==> src/hw/tuning_regs_pkg.sv <==
// Package: offsets, field layout, reset values and timing of the tuning register bank
package tuning_regs_pkg;

  // Register access port
  localparam int unsigned ADDR_W = 6;
  localparam int unsigned DATA_W = 16;
  localparam logic [5:0] TRANSMIT_CONTROL_OFS     = 6'h15;
  localparam logic [5:0] RECEIVE_CONTROL_ZERO_OFS = 6'h16;
  localparam logic [5:0] RECEIVE_CONTROL_ONE_OFS  = 6'h17;

  // Values after reset
  localparam logic [15:0] TRANSMIT_CONTROL_RST     = 16'ha0ff;
  localparam logic [15:0] RECEIVE_CONTROL_ZERO_RST = 16'h12e5;
  localparam logic [15:0] RECEIVE_CONTROL_ONE_RST  = 16'h0a56;

  // Bits that store a write; top two receive bits are write-only and read zero
  localparam logic [15:0] TRANSMIT_CONTROL_MASK = 16'hffff;
  localparam logic [15:0] RECEIVE_CONTROL_MASK  = 16'h3fff;

  // Transmit control field positions
  localparam int unsigned TX_MIXER_BUFFER_BIAS_LSB = 14;
  localparam int unsigned TX_WAIT_SELECT_BIT       = 13;
  localparam int unsigned TX_MIXER_VARACTOR_LSB    = 11;
  localparam int unsigned TX_MIXER_BIAS_LSB        = 9;
  localparam int unsigned AMPLIFIER_BIAS_LSB       = 6;
  localparam int unsigned TX_RESERVED_ONE_BIT      = 5;
  localparam int unsigned OUTPUT_POWER_LEVEL_LSB   = 0;
  localparam logic [3:0]  AMPLIFIER_NOMINAL_CODE   = 4'h3;

  // Receive control zero field positions
  localparam int unsigned RX_MIXER_BUFFER_BIAS_LSB = 12;
  localparam int unsigned HIGH_COMP_LSB            = 10;
  localparam int unsigned MEDIUM_COMP_LSB          = 8;
  localparam int unsigned LOW_COMP_LSB             = 6;
  localparam int unsigned HIGH_AMP_BIAS_LSB        = 4;
  localparam int unsigned MEDIUM_AMP_BIAS_LSB      = 2;
  localparam int unsigned LOW_AMP_BIAS_LSB         = 0;

  // Receive control one field positions
  localparam int unsigned BANDPASS_LOW_BIAS_BIT     = 13;
  localparam int unsigned BANDPASS_MID_BIAS_BIT     = 12;
  localparam int unsigned LOW_REDUCED_GAIN_BIT      = 11;
  localparam int unsigned MEDIUM_REDUCED_GAIN_BIT   = 10;
  localparam int unsigned HIGH_MIXER_BOOST_BIT      = 9;
  localparam int unsigned MEDIUM_MIXER_BOOST_BIT    = 8;
  localparam int unsigned FRONT_AMP_VARACTOR_LSB    = 6;
  localparam int unsigned RX_MIXER_OUTPUT_BIAS_LSB  = 4;
  localparam int unsigned RX_MIXER_COMMON_MODE_LSB  = 2;
  localparam int unsigned RX_MIXER_BIAS_LSB         = 0;

  // Gain state of the receive gain control loop
  typedef enum logic [2:0] {
    GAIN_HIGH   = 3'b001,
    GAIN_MEDIUM = 3'b010,
    GAIN_LOW    = 3'b100
  } gain_state_t;

  // Turnaround timing
  localparam int unsigned CLK_PERIOD_NS      = 50;
  localparam int unsigned WAIT_SHORT_US      = 128;
  localparam int unsigned WAIT_LONG_US       = 192;
  localparam int unsigned WAIT_W             = 12;
  localparam logic [11:0] WAIT_SHORT_CYCLES  = 12'((WAIT_SHORT_US * 1000) / CLK_PERIOD_NS);
  localparam logic [11:0] WAIT_LONG_CYCLES   = 12'((WAIT_LONG_US * 1000) / CLK_PERIOD_NS);

  // Wait timer states
  typedef enum logic [1:0] {
    WAIT_IDLE = 2'b01,
    WAIT_RUN  = 2'b10
  } wait_state_t;

endpackage

==> src/hw/tx_wait_timer.sv <==
// Transmit turnaround timer: delays the start of transmission after the transmit-on strobe
`timescale 1ns/10ps
`default_nettype none

module tx_wait_timer
  import tuning_regs_pkg::*;
(
  // Clock and reset
  input  wire logic mclk_i,
  input  wire logic srst_i,
  // Control
  input  wire logic transmit_on_strobe_i,
  input  wire logic tx_wait_select_i,
  // Status
  output logic      tx_start_o,
  output logic      tx_waiting_o
);

  wait_state_t       state_q;
  logic [WAIT_W-1:0] count_q;
  logic              take;

  // A strobe during a wait is ignored rather than restarting the count
  assign take = transmit_on_strobe_i && (state_q == WAIT_IDLE);

  ////////////////////////////////////////////////////////////////////////////
  // Sequencer
  always_ff @(posedge mclk_i) begin
    if (srst_i) begin
      state_q    <= WAIT_IDLE;
      count_q    <= '0;
      tx_start_o <= 1'b0;
    end else begin
      tx_start_o <= 1'b0;
      case (state_q)
        WAIT_IDLE: begin
          if (take) begin
            state_q <= WAIT_RUN;
            count_q <= tx_wait_select_i ? WAIT_LONG_CYCLES - 12'h001
                                        : WAIT_SHORT_CYCLES - 12'h001;
          end
        end
        WAIT_RUN: begin
          if (count_q == '0) begin
            state_q    <= WAIT_IDLE;
            tx_start_o <= 1'b1;
          end else begin
            count_q <= count_q - 12'h001;
          end
        end
        default: state_q <= WAIT_IDLE;
      endcase
    end
  end

  // Busy flag
  always_ff @(posedge mclk_i) begin
    if (srst_i) begin
      tx_waiting_o <= 1'b0;
    end else if (take) begin
      tx_waiting_o <= 1'b1;
    end else if (state_q == WAIT_RUN && count_q == '0) begin
      tx_waiting_o <= 1'b0;
    end
  end

  ////////////////////////////////////////////////////////////////////////////
  // Checks: helper measures cycles from the taken strobe to the start pulse
  logic [WAIT_W-1:0] elapsed_q;
  logic              sel_seen_q;
  always_ff @(posedge mclk_i) begin
    if (srst_i) begin
      elapsed_q  <= '0;
      sel_seen_q <= 1'b0;
    end else if (take) begin
      elapsed_q  <= '0;
      sel_seen_q <= tx_wait_select_i;
    end else if (tx_waiting_o) begin
      // Counts the waiting cycles only, so it stops by itself at the start pulse
      elapsed_q <= elapsed_q + 12'h001;
    end
  end

  chk_wait_length: assert property (@(posedge mclk_i) disable iff (srst_i)
    tx_start_o |-> elapsed_q == (sel_seen_q ? WAIT_LONG_CYCLES : WAIT_SHORT_CYCLES))
    else $error("transmit start not at the selected turnaround time");

  chk_start_single: assert property (@(posedge mclk_i) disable iff (srst_i)
    tx_start_o |-> !tx_waiting_o ##1 !tx_start_o)
    else $error("transmit start pulse longer than one cycle");

  chk_wait_taken: assert property (@(posedge mclk_i) disable iff (srst_i)
    take |=> tx_waiting_o && !tx_start_o [*2])
    else $error("strobe not taken into the wait");

endmodule

`default_nettype wire

==> src/hw/radio_tx_rx_tuning_regs.sv <==
// Transmit/receive tuning register bank with turnaround timer and gain-state field selection
`timescale 1ns/10ps
`default_nettype none

module radio_tx_rx_tuning_regs
  import tuning_regs_pkg::*;
(
  // Clock and reset
  input  wire logic                               mclk_i,
  input  wire logic                               srst_i,
  // Configuration port
  input  wire logic                               cfg_wr_i,
  input  wire logic                               cfg_rd_i,
  input  wire logic [tuning_regs_pkg::ADDR_W-1:0] cfg_addr_i,
  input  wire logic [tuning_regs_pkg::DATA_W-1:0] cfg_wdata_i,
  output logic      [tuning_regs_pkg::DATA_W-1:0] cfg_rdata_o,
  output logic                                    cfg_rvalid_o,
  // Transmit timing
  input  wire logic                               transmit_on_strobe_i,
  output logic                                    tx_start_o,
  output logic                                    tx_waiting_o,
  // Gain state from the gain control loop
  input  wire tuning_regs_pkg::gain_state_t       agc_gain_state_i,
  // Transmit analog settings
  output logic      [1:0]                         tx_mixer_buffer_bias_o,
  output logic      [1:0]                         tx_mixer_varactor_o,
  output logic      [1:0]                         tx_mixer_bias_o,
  output logic signed [3:0]                       amplifier_bias_adjust_o,
  output logic      [4:0]                         output_power_level_o,
  // Receive analog settings
  output logic      [1:0]                         rx_mixer_buffer_bias_o,
  output logic      [1:0]                         lna_compensation_o,
  output logic      [1:0]                         lna_amp_bias_o,
  output logic                                    lna_reduced_gain_o,
  output logic                                    rx_mixer_boost_o,
  output logic                                    bandpass_low_bias_o,
  output logic                                    bandpass_mid_bias_o,
  output logic      [1:0]                         front_amp_varactor_o,
  output logic      [1:0]                         rx_mixer_output_bias_o,
  output logic      [1:0]                         rx_mixer_common_mode_o,
  output logic      [1:0]                         rx_mixer_bias_o
);

  logic [15:0] transmit_control_q;
  logic [15:0] receive_control_zero_q;
  logic [15:0] receive_control_one_q;

  // Two-bit field fetch, used for many fields
  function automatic logic [1:0] field2(input logic [15:0] r, input int unsigned lsb);
    field2 = r[lsb +: 2];
  endfunction

  ////////////////////////////////////////////////////////////////////////////
  // Register writes; masks drop write-only bits so they always read zero
  always_ff @(posedge mclk_i) begin
    if (srst_i) begin
      transmit_control_q     <= TRANSMIT_CONTROL_RST;
      receive_control_zero_q <= RECEIVE_CONTROL_ZERO_RST;
      receive_control_one_q  <= RECEIVE_CONTROL_ONE_RST;
    end else if (cfg_wr_i) begin
      if (cfg_addr_i == TRANSMIT_CONTROL_OFS) begin
        transmit_control_q <= cfg_wdata_i & TRANSMIT_CONTROL_MASK;
      end else if (cfg_addr_i == RECEIVE_CONTROL_ZERO_OFS) begin
        receive_control_zero_q <= cfg_wdata_i & RECEIVE_CONTROL_MASK;
      end else if (cfg_addr_i == RECEIVE_CONTROL_ONE_OFS) begin
        receive_control_one_q <= cfg_wdata_i & RECEIVE_CONTROL_MASK;
      end
    end
  end

  // Read port: data one cycle after the read; unmapped addresses read zero
  always_ff @(posedge mclk_i) begin
    if (srst_i) begin
      cfg_rdata_o  <= '0;
      cfg_rvalid_o <= 1'b0;
    end else begin
      cfg_rvalid_o <= cfg_rd_i;
      if (!cfg_rd_i) begin
        cfg_rdata_o <= cfg_rdata_o;
      end else if (cfg_addr_i == TRANSMIT_CONTROL_OFS) begin
        cfg_rdata_o <= transmit_control_q;
      end else if (cfg_addr_i == RECEIVE_CONTROL_ZERO_OFS) begin
        cfg_rdata_o <= receive_control_zero_q;
      end else if (cfg_addr_i == RECEIVE_CONTROL_ONE_OFS) begin
        cfg_rdata_o <= receive_control_one_q;
      end else begin
        cfg_rdata_o <= '0;
      end
    end
  end

  ////////////////////////////////////////////////////////////////////////////
  // Turnaround timer
  tx_wait_timer u_wait (
    .mclk_i               (mclk_i),
    .srst_i               (srst_i),
    .transmit_on_strobe_i (transmit_on_strobe_i),
    .tx_wait_select_i     (transmit_control_q[TX_WAIT_SELECT_BIT]),
    .tx_start_o           (tx_start_o),
    .tx_waiting_o         (tx_waiting_o)
  );

  ////////////////////////////////////////////////////////////////////////////
  // Transmit settings, registered so the analog side sees clean levels
  always_ff @(posedge mclk_i) begin
    if (srst_i) begin
      tx_mixer_buffer_bias_o  <= TRANSMIT_CONTROL_RST[TX_MIXER_BUFFER_BIAS_LSB +: 2];
      tx_mixer_varactor_o     <= TRANSMIT_CONTROL_RST[TX_MIXER_VARACTOR_LSB +: 2];
      tx_mixer_bias_o         <= TRANSMIT_CONTROL_RST[TX_MIXER_BIAS_LSB +: 2];
      amplifier_bias_adjust_o <= '0;
      output_power_level_o    <= TRANSMIT_CONTROL_RST[OUTPUT_POWER_LEVEL_LSB +: 5];
    end else begin
      tx_mixer_buffer_bias_o <= field2(transmit_control_q, TX_MIXER_BUFFER_BIAS_LSB);
      tx_mixer_varactor_o    <= field2(transmit_control_q, TX_MIXER_VARACTOR_LSB);
      tx_mixer_bias_o        <= field2(transmit_control_q, TX_MIXER_BIAS_LSB);
      // Code 3 is nominal, so the signed step is code minus three
      amplifier_bias_adjust_o <= signed'({1'b0, transmit_control_q[AMPLIFIER_BIAS_LSB +: 3]}
                                         - AMPLIFIER_NOMINAL_CODE);
      output_power_level_o   <= transmit_control_q[OUTPUT_POWER_LEVEL_LSB +: 5];
    end
  end

  // Receive settings that do not depend on the gain state
  always_ff @(posedge mclk_i) begin
    if (srst_i) begin
      rx_mixer_buffer_bias_o <= RECEIVE_CONTROL_ZERO_RST[RX_MIXER_BUFFER_BIAS_LSB +: 2];
      bandpass_low_bias_o    <= RECEIVE_CONTROL_ONE_RST[BANDPASS_LOW_BIAS_BIT];
      bandpass_mid_bias_o    <= RECEIVE_CONTROL_ONE_RST[BANDPASS_MID_BIAS_BIT];
      front_amp_varactor_o   <= RECEIVE_CONTROL_ONE_RST[FRONT_AMP_VARACTOR_LSB +: 2];
      rx_mixer_output_bias_o <= RECEIVE_CONTROL_ONE_RST[RX_MIXER_OUTPUT_BIAS_LSB +: 2];
      rx_mixer_common_mode_o <= RECEIVE_CONTROL_ONE_RST[RX_MIXER_COMMON_MODE_LSB +: 2];
      rx_mixer_bias_o        <= RECEIVE_CONTROL_ONE_RST[RX_MIXER_BIAS_LSB +: 2];
    end else begin
      rx_mixer_buffer_bias_o <= field2(receive_control_zero_q, RX_MIXER_BUFFER_BIAS_LSB);
      bandpass_low_bias_o    <= receive_control_one_q[BANDPASS_LOW_BIAS_BIT];
      bandpass_mid_bias_o    <= receive_control_one_q[BANDPASS_MID_BIAS_BIT];
      front_amp_varactor_o   <= field2(receive_control_one_q, FRONT_AMP_VARACTOR_LSB);
      rx_mixer_output_bias_o <= field2(receive_control_one_q, RX_MIXER_OUTPUT_BIAS_LSB);
      rx_mixer_common_mode_o <= field2(receive_control_one_q, RX_MIXER_COMMON_MODE_LSB);
      rx_mixer_bias_o        <= field2(receive_control_one_q, RX_MIXER_BIAS_LSB);
    end
  end

  // Per-gain-state set; states without a boost or reduced-gain bit drive zero
  always_ff @(posedge mclk_i) begin
    if (srst_i) begin
      lna_compensation_o <= '0;
      lna_amp_bias_o     <= '0;
      lna_reduced_gain_o <= 1'b0;
      rx_mixer_boost_o   <= 1'b0;
    end else begin
      case (agc_gain_state_i)
        GAIN_HIGH: begin
          lna_compensation_o <= field2(receive_control_zero_q, HIGH_COMP_LSB);
          lna_amp_bias_o     <= field2(receive_control_zero_q, HIGH_AMP_BIAS_LSB);
          lna_reduced_gain_o <= 1'b0;
          rx_mixer_boost_o   <= receive_control_one_q[HIGH_MIXER_BOOST_BIT];
        end
        GAIN_MEDIUM: begin
          lna_compensation_o <= field2(receive_control_zero_q, MEDIUM_COMP_LSB);
          lna_amp_bias_o     <= field2(receive_control_zero_q, MEDIUM_AMP_BIAS_LSB);
          lna_reduced_gain_o <= receive_control_one_q[MEDIUM_REDUCED_GAIN_BIT];
          rx_mixer_boost_o   <= receive_control_one_q[MEDIUM_MIXER_BOOST_BIT];
        end
        GAIN_LOW: begin
          lna_compensation_o <= field2(receive_control_zero_q, LOW_COMP_LSB);
          lna_amp_bias_o     <= field2(receive_control_zero_q, LOW_AMP_BIAS_LSB);
          lna_reduced_gain_o <= receive_control_one_q[LOW_REDUCED_GAIN_BIT];
          rx_mixer_boost_o   <= 1'b0;
        end
        // Illegal code: hold last applied set rather than glitch the front end
        default: begin
          lna_compensation_o <= lna_compensation_o;
          lna_amp_bias_o     <= lna_amp_bias_o;
          lna_reduced_gain_o <= lna_reduced_gain_o;
          rx_mixer_boost_o   <= rx_mixer_boost_o;
        end
      endcase
    end
  end

  ////////////////////////////////////////////////////////////////////////////
  // Checks
  chk_tx_reset_value: assert property (@(posedge mclk_i)
    srst_i |=> transmit_control_q == 16'ha0ff && output_power_level_o == 5'h1f ##1
               output_power_level_o == 5'h1f)
    else $error("transmit control reset value wrong");

  chk_rx_reset_value: assert property (@(posedge mclk_i)
    srst_i |=> receive_control_zero_q == 16'h12e5 && receive_control_one_q == 16'h0a56)
    else $error("receive control reset value wrong");

  chk_amp_adjust_map: assert property (@(posedge mclk_i) disable iff (srst_i)
    ##1 amplifier_bias_adjust_o == $signed({1'b0, $past(transmit_control_q[8:6])}) - 4'sd3)
    else $error("amplifier adjustment not code minus three");

  chk_write_then_read: assert property (@(posedge mclk_i) disable iff (srst_i)
    cfg_wr_i && cfg_addr_i == 6'h16 ##1 cfg_rd_i && !cfg_wr_i && cfg_addr_i == 6'h16
    |=> cfg_rvalid_o && cfg_rdata_o == ($past(cfg_wdata_i, 2) & 16'h3fff))
    else $error("written value not read back");

  chk_rx_top_zero: assert property (@(posedge mclk_i) disable iff (srst_i)
    cfg_rvalid_o && $past(cfg_addr_i) == 6'h17 |-> cfg_rdata_o[15:14] == 2'h0)
    else $error("write-only bits read nonzero");

  chk_high_state_set: assert property (@(posedge mclk_i) disable iff (srst_i)
    agc_gain_state_i == GAIN_HIGH |=>
      lna_compensation_o == $past(receive_control_zero_q[11:10]) &&
      lna_amp_bias_o == $past(receive_control_zero_q[5:4]) && !lna_reduced_gain_o)
    else $error("high gain state set not applied");

  chk_low_state_set: assert property (@(posedge mclk_i) disable iff (srst_i)
    agc_gain_state_i == GAIN_LOW |=>
      lna_compensation_o == $past(receive_control_zero_q[7:6]) && !rx_mixer_boost_o &&
      lna_reduced_gain_o == $past(receive_control_one_q[11]))
    else $error("low gain state set not applied");

  // Helper: cycles left of a short turnaround, counted apart from the timer's own counter
  logic [WAIT_W-1:0] short_left_q;
  always_ff @(posedge mclk_i) begin
    if (srst_i) begin
      short_left_q <= '0;
    end else if (transmit_on_strobe_i && !tx_waiting_o && !transmit_control_q[13]) begin
      short_left_q <= WAIT_SHORT_CYCLES;
    end else if (short_left_q != '0) begin
      short_left_q <= short_left_q - 12'h001;
    end
  end

  chk_select_to_timer: assert property (@(posedge mclk_i) disable iff (srst_i)
    short_left_q == 12'h001 |=> tx_start_o)
    else $error("short turnaround not honoured");

endmodule

`default_nettype wire

==> config.mk <==
export PLATFORM = sky130hd
export DESIGN_NAME = radio_tx_rx_tuning_regs
export DESIGN_NICKNAME = d
export VERILOG_FILES = /design/src/hw/tuning_regs_pkg.sv /design/src/hw/tx_wait_timer.sv /design/src/hw/radio_tx_rx_tuning_regs.sv
export SDC_FILE = /design/constraint.sdc
export NUM_CORES = 1
export LEC_CHECK = 0
export BUFFER_PORTS_ARGS = -buffer_cell sky130_fd_sc_hd__buf_2
export CORE_ASPECT_RATIO = 1.1
export CORE_MARGIN = 4
export CORE_UTILIZATION = 50
export DETAILED_ROUTE_END_ITERATION = 8
export PLACE_DENSITY_LB_ADDON = 0.1
export RECOVER_POWER = 25
export SYNTH_ARGS = -nofsm -noshare
export SYNTH_HDL_FRONTEND = slang
export SYNTH_SLANG_ARGS = --single-unit
==> constraint.sdc <==
create_clock -name mclk_i -period 1.9 [get_ports mclk_i]
set_clock_uncertainty 0.2 [all_clocks]
set_input_delay 0 -clock mclk_i [delete_from_list [all_inputs] [get_ports mclk_i]]
set_output_delay 0 -clock mclk_i [all_outputs]
set_load 0.01 [all_outputs]
== Word level (Yosys, flattened, before mapping) ==
Cells that the tools add are included.

* Bits in registers: 110
* Latch bits: 0
* Memory bits (writable): 0
* ROM bits: 0
* Bits of input ports: 30
* Output and inout bits: 52
* Word-level logic and storage cells: 70
* Memories kept: 0

* Add/sub/neg operators: 2
* Multiply operators: 0
* Div/mod/pow operators: 0
* Magnitude comparators: 0
* Eq/ne operators: 11
* Shift operators: 0
* Mux-type cells: 17
* Bitwise operators: 3
* Reduce and logical (&&, ||, !) cells: 12

{| class="wikitable"
|+ Operator list
! cell !! count
|-
| $mux W14 || 2
|-
| $mux W12 || 2
|-
| $pmux W12 S2 || 1
|-
| $eq A6 B5 Y1 const B || 3
|-
| $mux W16 || 1
|-
| $logic_not A12 Y1 || 1
|-
| $pmux W2 S3 || 2
|-
| $sub A12 B1 Y12 const B || 1
|-
| $mux W11 || 1
|-
| $pmux W1 S3 || 2
|-
| $reduce_and A3 Y1 || 2
|-
| $mux W2 || 2
|-
| $ne A2 B2 Y1 const B || 2
|-
| $pmux W2 S2 || 1
|-
| $reduce_and A2 Y1 || 2
|-
| $reduce_and A4 Y1 || 1
|-
| $reduce_bool A2 Y1 || 2
|-
| $sub A3 B2 Y4 const B || 1
|-
| $eq A3 B1 Y1 const B || 1
|-
| $eq A3 B2 Y1 const B || 1
|-
| $eq A3 B3 Y1 const B || 1
|-
| $mux W1 || 3
|-
| $not A1 Y1 || 3
|-
| $reduce_bool A3 Y1 || 1
|-
| 5 further kinds || 6
|}

== Longest topological paths before layout ==
* Depth in word-level cells: 4
* Depth in mapped cells: 7
* Mapped depth without buffers: 6

== Cells and area by module ==
Synthesis repeated with hierarchy kept, for this count alone.

* Cells, all modules: 470
* Area, all modules: 4596.9 um^2

{| class="wikitable"
|+ Modules (own cells, without submodules)
! module !! instances !! cells each !! area each (um^2) !! seq. area each (um^2)
|-
| radio_tx_rx_tuning_regs || 1 || 378 || 3716.1 || 1881.8
|-
| tx_wait_timer || 1 || 92 || 880.8 || 320.3
|}

== Worst setup path before layout ==
No wires, ideal clock.

* Path type: register -> register
* From: register u_wait.count_q[0]
* To: register u_wait.count_q[7]
* Setup time: 0.074 ns
* Arrival: 1.652 ns
* Required time: 1.626 ns
* Setup slack: -0.026 ns
* Stages on the path, launching flop included: 7
* Path buffers: 0
* Period minus slack after synthesis: 1.926 ns
* Cells stage by stage: dfxtp_1 inv_1 ha_1 nor2b_1 and4_2 or4b_1 a31oi_1

* Word-level cells in the longest chain between the ends: 3
* Elaborated cells between the ends (all ways): 6
* Classes of those cells: 1 x add/sub; 1 x eq/ne; 2 x mux; 2 x reduce/logical

{| class="wikitable"
|+ RTL lines
! what !! line !! text
|-
| from (decl) || tx_wait_timer.sv:20 || <nowiki>logic [WAIT_W-1:0] count_q;</nowiki>
|-
| from (signal assigned) || tx_wait_timer.sv:39 || <nowiki>count_q <= tx_wait_select_i ? WAIT_LONG_CYCLES - 12'h001</nowiki>
|-
| from (signal assigned) || tx_wait_timer.sv:48 || <nowiki>count_q <= count_q - 12'h001;</nowiki>
|-
| $sub A12 B1 Y12 / $logic_not A12 Y1 (equally long branches) || tx_wait_timer.sv:48, tx_wait_timer.sv:44 ||
|-
| $mux W12 / $ne A2 B2 Y1 (equally long branches) || - ||
|-
| $pmux W12 S2 / $reduce_and A3 Y1 (equally long branches) || - ||
|}

Parallel ways exist; a longest one is shown, timed or not. The select of a mux whose other input is x is not followed.
A chain may end at the register's enable or synchronous reset.

== Worst setup path after layout ==
* From: input port agc_gain_state_i[0]
* To: register rx_mixer_boost_o

* Word-level cells in the longest chain between the ends: 2
* Elaborated cells between the ends (all ways): 5
* Classes of those cells: 3 x eq/ne; 1 x mux; 1 x reduce/logical

{| class="wikitable"
|+ RTL lines
! what !! line !! text
|-
| from (decl) || radio_tx_rx_tuning_regs.sv:23 || <nowiki>input wire tuning_regs_pkg::gain_state_t agc_gain_state_i,</nowiki>
|-
| $eq A3 B3 Y1, or another cell as far along || radio_tx_rx_tuning_regs.sv:152 || <nowiki>case (agc_gain_state_i)</nowiki>
|-
| $pmux W1 S3 / $reduce_bool A3 Y1 (equally long branches) || - ||
|-
| to (signal assigned) || radio_tx_rx_tuning_regs.sv:157 || <nowiki>rx_mixer_boost_o <= receive_control_one_q[HIGH_MIXER_BOOST_BIT];</nowiki>
|-
| to (signal assigned) || radio_tx_rx_tuning_regs.sv:163 || <nowiki>rx_mixer_boost_o <= receive_control_one_q[MEDIUM_MIXER_BOOST_BIT];</nowiki>
|-
| to (signal assigned) || radio_tx_rx_tuning_regs.sv:176 || <nowiki>rx_mixer_boost_o <= rx_mixer_boost_o;</nowiki>
|-
| to (decl) || radio_tx_rx_tuning_regs.sv:35 || <nowiki>output logic rx_mixer_boost_o,</nowiki>
|}

Parallel ways exist; a longest one is shown, timed or not.

==> impl_results.md <==
* TritonCTS clock tree: done
* IO Port Bufs at 81
* Unique masters post-synth at 46
* Placeable core area at 8540 µm²
* Final nets at 652
* Die height at 107 µm
* Vias in the first global route at 3930
* Result of the run: complete, no violations
* HP Class: input pin to register
* Largest voltage drop on the vdd net at 0.000484 V
* Worst path required time at 1990 ps
* Leftover overflow at the end of global routing at 0
* Worst setup margin at 29.4 ps
* CP Launch Type: input pin
* Sequential area share after synthesis at 49.3%
* Number of H-tree branching levels at 3
* Worst hold path stage count at 5
* ANT nets after route at 0
* Worst Reg2Reg Path Length in Cells at 4
* Cell area after layout at 5660 µm²
* Pre-CTS setup slack at -44.3 ps
* Synthesis-to-finish area growth at 26.6%
* Top achievable clock speed at 535 MHz
* Number of DRC markers in iteration 0 at 199
* Maximum number of pins on one net before global-route repair at 111
* Clock buffers created by TritonCTS at 9
* Die area at 10500 µm²
* Via-to-Cell Ratio at 5.47
* Primary flip-flop cell chosen by synthesis mapping: dfxtp_1
* Total Power at 0.00429 W
* Via count at 4018
* Power density cells at 758 nW/µm²
* Share of post-route cells with drive strength above 1 at 20.5%
* Clk slew on worst S/H paths at 100 ps
* Worst setup path category: input pin to register
* Wirelength per Cell at 15.7 µm
* Static leakage power at 2.38 nW
* Number of placed I/O pins at 82
* GPL Wtd Cong at 0.843
* Clock root cell: clkbuf_8
* Worst-case clock buffer depth at 2
* # rows at 35
* Wire length of the first global-routing pass at 19.0 mm
* Transition time of the tightest slew-check pin at 584 ps
* FFs w/ async S/R, synth at 0%
* Reg2Reg Launch Point: u_wait.count_q[5]
* Instance count of the mapped netlist at 505
* Number of warning messages in the yosys log at 0
* Global Route Usage Sum at 22.1%
* Crit path arrival time at 1960 ps
* DRT Pass-1 Iters at 4
* HPWL reported at the end of detailed placement at 7.47 mm
* Syn Area/Cell at 8.85 µm²
* DRC violation count after routing at 0
* Minimum clock period after layout at 1870 ps
* EDFF count, synth at 0
* Count of maximum capacitance violations at 0
* Count of final max-slew check failures at 0
* Area after DPL at 5130 µm²
* Rel. slew slack at 61.1%
* Cell Area, Synth at 4470 µm²
* CP max FO at 7
* Flop2flop setup slack at 60 ps
* Source of the worst hold timing path: cfg_addr_i[3]
* Horizontal die dimension at 98.2 µm
* Worst setup startpoint: agc_gain_state_i[0]
* Antenna violations before repair at 0
* Hold Path Sink: transmit_control_q[12]
* Unrepaired setup endpoints after global routing: yes
* Initial core utilization at 52.4%
* Total Negative Setup Slacks at 0 ps
* Antenna Cells at 0
* Routed WL at 11.6 mm
* Final hold violation count at 0
* Insertion delay of the later-clocked pin in the worst-skew pair at 360 ps
* Final cycle utilization of the critical path at 98.5%
* Number of nets in the synthesized netlist at 538
* Sink Count at 110
* End of the worst register-to-register path: u_wait.count_q[11]
* Most common cell after layout, fill and taps aside: dfxtp_1
* Count of final setup violators at 0
* Critical Path Sink Type: register
* Commonest non-fill, non-tap cells in the layout: 106 x dfxtp_1, 66 x nand2_1, 53 x buf_2
* Post-synthesis register bit count at 110
[final cells by class]
cell class	instances	area, µm²
Fill cell	751	2880
Clock inverter	6	70.1
Inverter	13	52.6
Multi-Input combinational cell	347	2140
Clock buffer	9	124
Sequential cell	110	2210
Tap cell	111	139
Timing Repair Buffer	138	927
[kinds of logic after synthesis]
group / count (synthesis) / synth area share (%)
AO/OA/AOI/OAI: 95 / 14.3
XOR/XNOR: 1 / 0.196
adder cells (fa/ha/maj): 3 / 0.840
buffers and inverters: 48 / 4.20
flip-flops: 110 / 49.3
multiplexers: 8 / 1.79
AND/OR/NAND/NOR: 240 / 29.4
[Yosys cell counts (2+ instances only)]
library cell / count / area, µm²
and2_1: 2 / 12.5
a211o_1: 8 / 70.1
buf_2: 6 / 30.0
nor2_1: 33 / 124
o31ai_1: 2 / 15.0
a21oi_1: 34 / 170
nor4_1: 2 / 12.5
o221ai_1: 14 / 123
nand3_1: 5 / 25.0
nand4b_1: 2 / 17.5
nor2b_1: 17 / 106
or3_1: 2 / 12.5
o21ai_0: 5 / 25.0
a2111oi_0: 5 / 43.8
ha_1: 3 / 37.5
nand2_1: 66 / 248
o22ai_1: 5 / 31.3
clkbuf_1: 28 / 105
a211oi_1: 2 / 15.0
dfxtp_1: 110 / 2200
o311ai_0: 2 / 17.5
nor3_1: 3 / 15.0
nand3b_1: 16 / 120
a31o_2: 3 / 26.3
mux2i_1: 8 / 80.1
and3_1: 31 / 194
or2_2: 12 / 75.1
a31oi_1: 11 / 68.8
or4_1: 3 / 22.5
inv_1: 13 / 48.8
nand2b_1: 33 / 206
or4b_1: 2 / 20.0
nand4_1: 4 / 25.0
[stage by stage]
stage / hold WS, ps / util (%) / instances
3_5_place_dp: 20.3 / 60.1 / 687
2_1_floorplan: -79.2 / - / 505
4_1_cts: 10.2 / 65.9 / 732
6_report: 10.5 / 66.3 / 734
3_3_place_gp: 22.8 / 60.1 / 687
5_1_grt: 34.2 / 66.3 / 734
[sequential cells by signal, indices dropped and copies added (netlist names), 4 cells and up]
name                     flops
u_wait.count_q              12
transmit_control_q          16
output_power_level_o         5
cfg_rdata_o                 16
amplifier_bias_adjust_o      4
receive_control_one_q       14
receive_control_zero_q      14
[worst max-delay path: stages]
cell	delay, ps
dlygate4sd3_1	520
buf_2	160
nand2b_1	90
buf_4	180
a32o_1	260
dlygate4sd3_1	570
a211oi_2	190
[power breakdown]
| part | total [W] | leakage (nW) | switching (W) | internal, W |
|---|---|---|---|---|
| clock | 0.00142 | 0.0883 | 0.000803 | 0.000613 |
| sequential | 0.00240 | 0.895 | 0.0000434 | 0.00236 |
| combinational | 0.000473 | 1.40 | 0.000257 | 0.000217 |
[worst max path at each step]
stage | endpoint | slack, ps | depth (start not counted)
final | rx_mixer_boost_o | 30 | 7
after global routing | u_wait.count_q[1] | -40 | 7
after CTS | u_wait.count_q[7] | -20 | 6
after detailed placement | u_wait.count_q[1] | -40 | 4
after global placement | u_wait.count_q[7] | 20 | 6
after floorplan | u_wait.count_q[7] | 7 | 6
[per-layer routing]
metal / part of all wire (%) / up-vias / GRT usage, %
li1: - / 1990 / -
met5: 0 / - / 0
met2: 49 / 109 / 38.1
met1: 46 / 1908 / 28.7
met3: 4.5 / 11 / 4.23
met4: 1.0 / 0 / 5.37
[timing repair]
item | 4_1_cts | 5_1_grt
setup endpoints to repair | 5 | 10
gates cloned | 0 | 0
resized for setup | 1 | 14
endpoints found under the hold margin | 86 | 0
hold buffers | 30 | 0
pin swaps | 1 | 6
setup buffers | 0 | 2
Note: power is estimated with default switching activity, not from simulation.
